$ cat src/hw/gp_port_defs.svh
`ifndef GP_PORT_DEFS_SVH
`define GP_PORT_DEFS_SVH

`define GP_CTRL_ADDR        16'h003c
`define GP_TIMER_SEL_BIT    15
`define GP_DIR_HI           11
`define GP_DIR_LO           8
`define GP_VAL_HI           3
`define GP_VAL_LO           0
`define GP_TIMER_SEL_RESET  1'b0
`define GP_DIR_RESET        4'h0
`define GP_VAL_RESET        4'h0
`define GP_BRANCH_PIN       2
`define GP_TIMER_PIN        3

`endif

$ cat src/hw/gp_port_pkg.sv
package gp_port_pkg;
    // one subsystem's data-memory access to its own port register
    typedef struct packed {
        logic        wr;
        logic        rd;
        logic [15:0] addr;
        logic [15:0] wdata;
    } mem_req_s;

    typedef struct packed {
        logic [3:0] out;
        logic [3:0] oe;
    } pin_drive_s;
endpackage : gp_port_pkg

$ cat src/hw/gp_pin_port_with_timer_mux.sv
// Contract
// - own control register per subsystem at 0x3c
// - four independent pins per subsystem
// - bit 15 routes timer to pin 3
// - bits 11:8 set pin directions
// - bits 3:0 drive or sense pins
// - bits 14:12 and 7:4 reserved
// - input pin 2 feeds branch condition
// - timer on pin 3 only in host-port mode
// - interface select low host-port, high memory
`timescale 1ns/1ns
`include "gp_port_defs.svh"
module gp_pin_port_with_timer_mux
    import gp_port_pkg::*;
#(
    parameter int SUBSYS_COUNT = 2,
    parameter int PIN_COUNT    = 4
) (
    input  wire logic                               ref_clk_in,
    input  wire logic                               rst_n_in,
    input  wire mem_req_s   [SUBSYS_COUNT-1:0]      mem_req_in,
    output logic            [SUBSYS_COUNT-1:0][15:0] mem_rdata_out,
    output logic            [SUBSYS_COUNT-1:0]      mem_rvalid_out,
    input  wire logic       [SUBSYS_COUNT-1:0]      timer_out_in,
    input  wire logic                               ext_interface_select_in,
    input  wire logic       [SUBSYS_COUNT-1:0][3:0] port_pin_in,
    output logic            [SUBSYS_COUNT-1:0][3:0] port_pin_out,
    output logic            [SUBSYS_COUNT-1:0][3:0] port_pin_oe_out,
    output logic            [SUBSYS_COUNT-1:0]      branch_condition_input_out
);

    // the register layout fixes four pins per subsystem; PIN_COUNT only
    // sizes the per-pin loop and must stay at four
    genvar s;
    genvar p;

    generate
        for (s = 0; s < SUBSYS_COUNT; s++) begin : g_subsys

            // control fields of this subsystem's own register
            logic        timer_out_select_reg;
            logic [3:0]  pin_direction_reg;
            logic [3:0]  pin_value_reg;

            // registered outputs toward the cpu
            logic        branch_level_reg;
            logic [15:0] read_data_reg;
            logic        read_valid_reg;

            // decode and routing
            logic        hit;
            logic        write_hit;
            logic        read_hit;
            logic        host_mode;
            logic        timer_on_pin3;
            logic        branch_pin_is_input;
            logic [15:0] read_word;

            // per-pin results, one driver per bit from the pin loop
            wire  [3:0]  pin_read;
            wire  [3:0]  drive_out;
            wire  [3:0]  drive_oe;
            pin_drive_s  drive;

            //----------------------------------------------------------
            // address decode
            //----------------------------------------------------------

            // each subsystem decodes only its own request lane
            assign hit       = (mem_req_in[s].addr == `GP_CTRL_ADDR);
            assign write_hit = mem_req_in[s].wr & hit;
            assign read_hit  = mem_req_in[s].rd & hit;

            //----------------------------------------------------------
            // external interface mode
            //----------------------------------------------------------

            // memory mode blocks the timer even with the select bit set
            assign host_mode     = ~ext_interface_select_in;
            assign timer_on_pin3 = timer_out_select_reg & host_mode;

            //----------------------------------------------------------
            // control register fields, one process per field
            //----------------------------------------------------------

            always_ff @(posedge ref_clk_in) begin
                if (!rst_n_in) begin
                    timer_out_select_reg <= `GP_TIMER_SEL_RESET;
                end else if (write_hit) begin
                    timer_out_select_reg <= mem_req_in[s].wdata[`GP_TIMER_SEL_BIT];
                end
            end

            always_ff @(posedge ref_clk_in) begin
                if (!rst_n_in) begin
                    pin_direction_reg <= `GP_DIR_RESET;
                end else if (write_hit) begin
                    pin_direction_reg <= mem_req_in[s].wdata[`GP_DIR_HI:`GP_DIR_LO];
                end
            end

            always_ff @(posedge ref_clk_in) begin
                if (!rst_n_in) begin
                    pin_value_reg <= `GP_VAL_RESET;
                end else if (write_hit) begin
                    pin_value_reg <= mem_req_in[s].wdata[`GP_VAL_HI:`GP_VAL_LO];
                end
            end

            //----------------------------------------------------------
            // per-pin drive and readback
            //----------------------------------------------------------

            for (p = 0; p < PIN_COUNT; p++) begin : g_pin
                if (p == `GP_TIMER_PIN) begin : g_timer_pin
                    // the timer overrides the direction bit; in memory mode
                    // the pin is released rather than driven low
                    assign drive_out[p] = timer_out_select_reg
                        ? (timer_on_pin3 & timer_out_in[s])
                        : pin_value_reg[p];
                    assign drive_oe[p]  = timer_out_select_reg
                        ? timer_on_pin3
                        : pin_direction_reg[p];
                    // readback shows the timer whenever it is selected,
                    // so software can poll it in either mode
                    assign pin_read[p]  = timer_out_select_reg
                        ? timer_out_in[s]
                        : (pin_direction_reg[p] ? pin_value_reg[p]
                                                : port_pin_in[s][p]);
                end else begin : g_plain_pin
                    assign drive_out[p] = pin_value_reg[p];
                    assign drive_oe[p]  = pin_direction_reg[p];
                    // an output pin reads back its stored level, not the
                    // pad, so a loaded pin cannot corrupt the readback
                    assign pin_read[p]  = pin_direction_reg[p]
                        ? pin_value_reg[p]
                        : port_pin_in[s][p];
                end
            end

            assign drive.out = drive_out;
            assign drive.oe  = drive_oe;

            // handshake-free pin outputs stay combinational so the timer
            // edge reaches the pad without a cycle of delay
            always_comb begin
                port_pin_out[s]    = drive.out;
                port_pin_oe_out[s] = drive.oe;
            end

            //----------------------------------------------------------
            // branch condition
            //----------------------------------------------------------

            assign branch_pin_is_input = ~pin_direction_reg[`GP_BRANCH_PIN];

            // held high (inactive) while pin 2 is an output
            always_ff @(posedge ref_clk_in) begin
                if (!rst_n_in) begin
                    branch_level_reg <= 1'b1;
                end else if (branch_pin_is_input) begin
                    branch_level_reg <= port_pin_in[s][`GP_BRANCH_PIN];
                end else begin
                    branch_level_reg <= 1'b1;
                end
            end

            always_comb begin
                branch_condition_input_out[s] = branch_level_reg;
            end

            //----------------------------------------------------------
            // readback
            //----------------------------------------------------------

            // reserved bits read as zero and are never stored
            assign read_word = {timer_out_select_reg, 3'h0, pin_direction_reg,
                                4'h0, pin_read};

            always_ff @(posedge ref_clk_in) begin
                if (!rst_n_in) begin
                    read_valid_reg <= 1'b0;
                end else begin
                    // every read is answered, mapped or not
                    read_valid_reg <= mem_req_in[s].rd;
                end
            end

            always_ff @(posedge ref_clk_in) begin
                if (!rst_n_in) begin
                    read_data_reg <= 16'h0000;
                end else if (read_hit) begin
                    read_data_reg <= read_word;
                end else begin
                    read_data_reg <= 16'h0000;
                end
            end

            always_comb begin
                mem_rdata_out[s]  = read_data_reg;
                mem_rvalid_out[s] = read_valid_reg;
            end

        end
    endgenerate


endmodule : gp_pin_port_with_timer_mux

$ cat config.mk
export PLATFORM = sky130hd
export DESIGN_NAME = gp_pin_port_with_timer_mux
export DESIGN_NICKNAME = d
export VERILOG_FILES = /design/src/hw/gp_port_pkg.sv /design/src/hw/gp_pin_port_with_timer_mux.sv
export VERILOG_INCLUDE_DIRS = /design/src /design/src/hw
export SDC_FILE = /design/constraint.sdc
export NUM_CORES = 1
export LEC_CHECK = 0
export ABC_AREA = 0
export BUFFER_PORTS_ARGS = -buffer_cell sky130_fd_sc_hd__buf_2
export CORE_AREA = 2 2 88 90
export CTS_CLUSTER_DIAMETER = 50
export DETAILED_ROUTE_END_ITERATION = 6
export DIE_AREA = 0 0 90 92
export GPL_ROUTABILITY_DRIVEN = 0
export PLACE_DENSITY = 0.56
export SETUP_SLACK_MARGIN = 0.02
export SLEW_MARGIN = 0
export SYNTH_ARGS = -nofsm -noshare
export SYNTH_HDL_FRONTEND = slang
export SYNTH_SLANG_ARGS = --single-unit
export TNS_END_PERCENT = 10
$ cat constraint.sdc
create_clock -name ref_clk_in -period 4.56 [get_ports ref_clk_in]
set_input_delay 0.684 -clock ref_clk_in [delete_from_list [all_inputs] [get_ports ref_clk_in]]
set_output_delay 0.684 -clock ref_clk_in [all_outputs]
set_load 0.02 [all_outputs]
[After elaboration in Yosys (flattened, before gate mapping)]
Index checks and enable logic that the tools add are counted.
Word-level totals
  flip-flop bits (word level): 54
  bits of input ports: 81
  logic and storage cells: 44
Operators by class
  eq/ne operators: 2
  mux-type cells: 14
  bitwise gates (word level): 10
  reductions and logical operators: 4
Operators by type and width (number)
  $eq 16x6->1 const B: 2
  $mux 1: 14
  $and 1x1->1: 8
  $reduce_and 2->1: 2
  $reduce_or 2->1: 2
  $not 1->1: 2

[Longest topological paths before layout]
  word-level depth: 4
  gate-level depth with buffers: 5

[Worst setup path after synthesis]
OpenSTA, ideal clock, no wires.
  path kind: in2reg
  start: in mem_req_in[23] (netlist bit)
  end: reg g_subsys[0].pin_direction_reg[0]
  library setup time: 121 ps
  arrival time: 1907 ps
  data required time: 4439 ps
  path slack: 2532 ps
  stages: 4
  buffers on the path: 0
  cell sequence: or4b_4 nor4_4 nand2_4 mux2i_1
On the way
  word-level cells in the longest chain between the ends: 2
RTL lines
  start: declaration: line gp_pin_port_with_timer_mux.sv:21  | input wire mem_req_s [SUBSYS_COUNT-1:0] mem_req_in,
  $eq 16x6->1 (no line)
  $and 1x1->1: line gp_pin_port_with_timer_mux.sv:71  | assign write_hit = mem_req_in[s].wr & hit;
  end signal: assignment: line gp_pin_port_with_timer_mux.sv:96  | pin_direction_reg <= `GP_DIR_RESET;
  end signal: assignment: line gp_pin_port_with_timer_mux.sv:98  | pin_direction_reg <= mem_req_in[s].wdata[`GP_DIR_HI:`GP_DIR_LO];
  end: declaration: line gp_pin_port_with_timer_mux.sv:42  | logic [3:0] pin_direction_reg;
Every way passes these cells.
A chain may end at the register's enable or synchronous reset.

[Worst setup path in the final report]
  start: in mem_req_in[23] (netlist bit)
  end: reg g_subsys[0].timer_out_select_reg
On the way
  word-level cells in the longest chain between the ends: 2
RTL lines
  $eq 16x6->1 (no line)
  $and 1x1->1: line gp_pin_port_with_timer_mux.sv:71
  end signal: assignment: line gp_pin_port_with_timer_mux.sv:88  | timer_out_select_reg <= `GP_TIMER_SEL_RESET;
  end signal: assignment: line gp_pin_port_with_timer_mux.sv:90  | timer_out_select_reg <= mem_req_in[s].wdata[`GP_TIMER_SEL_BIT];
  end: declaration: line gp_pin_port_with_timer_mux.sv:41  | logic timer_out_select_reg;
Every way passes these cells.

==> results.tsv <==
stage	metric	value	unit
status	outcome	complete, no violations	
critical_path	critical path, cell by cell	buf_2 -> or4b_4 -> nor4_4 -> nand2_4 -> mux2i_1	
timing	aggregate negative setup slack	0	ns
timing	final setup fails	0	
clock_tree	CTS tree	built	
synthesis	synth warn	0	
timing	Hold Violations, Final	0	
global_routing	Total GRT Usage	0.101	
placed_design	DP HPWL	3.36	mm
timing	Slew headroom	0.549	
finish	FF+latch area	801	sq um
placed_design	placed inst area	0.00221	sq mm
global_routing	global route overflow	0	
job	max-cap violation count	0	
global_routing	largest net degree at the start of global routing	41	
clock_tree	setup bufs post-CTS	0	
timing	Period minus WS final	2.02	ns
clock_tree	CTS H-Tree Depth	2	
finish	Layout Nets	360	
detailed_routing	WL/cell	10.9	um
clock_tree	CTS Buf Count	5	
die	Starting Density	0.237	
die	Die Area	0.00828	sq mm
critical_path	peak fanout along the critical path	9	
clock_tree	CTS clk-pin slew, worst paths	0.07	ns
power_and_ir_drop	Max VDD drop	136	uV
critical_path	CP Class	input port to flop	
finish	synth-to-layout area growth	32.5	%
timing	fin crit share	0.442	
critical_path	WP data arrival	2.22	ns
synthesis	cells after synthesis	192	
detailed_routing	Vias per Instance	3.92	
timing	Slew Viols, Final	0	
die	Ports	133	
timing	RSZ-0062 raised after global routing	no	
clock_tree	Post-CTS Hold Buffers	0	
die	DIE HEIGHT	92	um
detailed_routing	DR pass1 iterations	4	
timing	FMAX	496	MHz
global_routing	first-pass GRT wire length	6.67	mm
timing	final worst slack	2.54	ns
synthesis	Yosys cell types	23	
synthesis	#FFs+latches synth	40	
clock_tree	clock latency at the later pin of the worst-skew pair	0.28	ns
critical_path	CP max-delay cell	or4b_4	
power_and_ir_drop	Tot Pwr	739	uW
detailed_routing	Routed Antenna Nets	0	
clock_tree	clk buf depth	2	
power_and_ir_drop	PD cells	316	mW/mm^2
detailed_routing	total length of routed wires	4.17	mm
timing	Setup Skew	0.00760	ns
finish	footprint of the multi-input gates	757	sq um
finish	most frequent cells in the layout	buf_2 (104), nand2_1 (41), dfxtp_1 (40)	
timing	Worst-Margin Slew	0.677	ns
clock_tree	post-CTS sizing	0	
detailed_routing	vias	1493	
finish	share of post-route cells with drive strength above 1	0.427	
clock_tree	CTS root buffer	clkbuf_8	
finish	final non-filler cell area	0.00234	sq mm
finish	max reg flops	18	
finish	most common cell after layout, fill and taps aside	buf_2	
finish	antenna cells	0	
synthesis	Syn Std Cell Area	0.00177	sq mm
critical_path	Worst setup EP type	flop	
clock_tree	# clock sinks	40	
detailed_routing	1st-iter DRT viols	61	
critical_path	CP Launch Type	input port	
critical_path	Critical Path RT	4.77	ns
hold_path	HP Class	flop to flop	
synthesis	Avg Inst Size Synth	9.21	sq um
global_routing	vias in the first global route	1396	
placed_design	Port Buffers	104	
die	core area	0.00745	sq mm
detailed_routing	Residual DRC	0	
placed_design	pre-CTS setup slack	2.23	ns
die	Die X	90	um
finish	number of fill cells in the layout	823	
global_routing	antenna violations before repair	0	
synthesis	Seq/Total Area, Yosys	0.453	
power_and_ir_drop	Pleak	0.00129	uW
die	row count	32	
critical_path	CP peak stage delay	0.53	ns
==> layout make-up <==
cell class	instances	share of cell area
flip-flops and latches	40	0.342
repair buffers	104	0.222
clock inverters	2	0.0256
clock buffers	5	0.0294
well taps	102	0.0545
inverters	2	0.00321
multi-input cells	126	0.323
==> cell usage after synthesis <==
master | n | area, sq um
a21oi_1 | 4 | 20.0
and2_0 | 1 | 6.26
and2_1 | 1 | 6.26
and3_1 | 5 | 31.3
and3_2 | 5 | 37.5
and4_1 | 1 | 8.76
buf_4 | 30 | 225
clkbuf_1 | 7 | 26.3
conb_1 | 1 | 3.75
dfxtp_1 | 40 | 801
inv_1 | 2 | 7.51
mux2i_1 | 26 | 260
nand2_1 | 41 | 154
nand2_4 | 1 | 11.3
nand3b_1 | 2 | 15.0
nand4b_1 | 1 | 8.76
nor2_1 | 14 | 52.6
nor4_1 | 2 | 12.5
nor4_4 | 1 | 21.3
nor4bb_1 | 2 | 20.0
o21ai_0 | 2 | 10.0
or4_1 | 2 | 15.0
or4b_4 | 1 | 13.8
==> where the power goes <==
part	leakage, uW	internal (uW)	switching (uW)
Sequential	0.000323	351	0.316
Combinational	0.000899	27.2	32.8
Clock	0.0000642	215	113
Total	0.00129	593	146
==> path summary, 6_finish.rpt <==
kind                            slack [ns]                        startpoint  depth (start not counted)                               end
worst max-delay path                  2.54                    mem_req_in[23]                          5  g_subsys[0].timer_out_select_reg
worst min-delay path                  0.48      g_subsys[1].pin_value_reg[2]                          2      g_subsys[1].pin_value_reg[2]
worst max register to register        3.63  g_subsys[1].pin_direction_reg[3]                          4      g_subsys[1].read_data_reg[3]
worst min register to register        0.48      g_subsys[1].pin_value_reg[2]                          2      g_subsys[1].pin_value_reg[2]
==> per-layer routing <==
layer,GRT usage,up-vias,wire length [um]
li1,-,765,-
met1,0.120,671,1760
met2,0.163,51,2020
met3,0.0386,6,321
met4,0.0423,0,72
met5,0,-,0
==> kinds of logic after synthesis <==
family | after synthesis | share of synthesized area
other | 1 | 0.00212
DFF | 40 | 0.453
AOI/OAI and AO/OA | 6 | 0.0170
and+or+nand+nor | 80 | 0.234
muxes | 26 | 0.147
buffers and inverters | 39 | 0.147
==> worst max-delay path: cells and delay by family <==
family                 cells  cell delay [ns]
muxes                      1             0.21
and+or+nand+nor            3             1.23
buffers and inverters      1             0.10
==> stage by stage <==
stage               hold WS [ns]   util  std cells
floorplan                  0.451      -        205
global placement           0.464  0.297        374
detailed placement         0.477  0.297        374
CTS                        0.486  0.315        381
global route               0.511  0.315        381
finish                     0.481  0.315        381
Power figures use the tool's default switching activity.
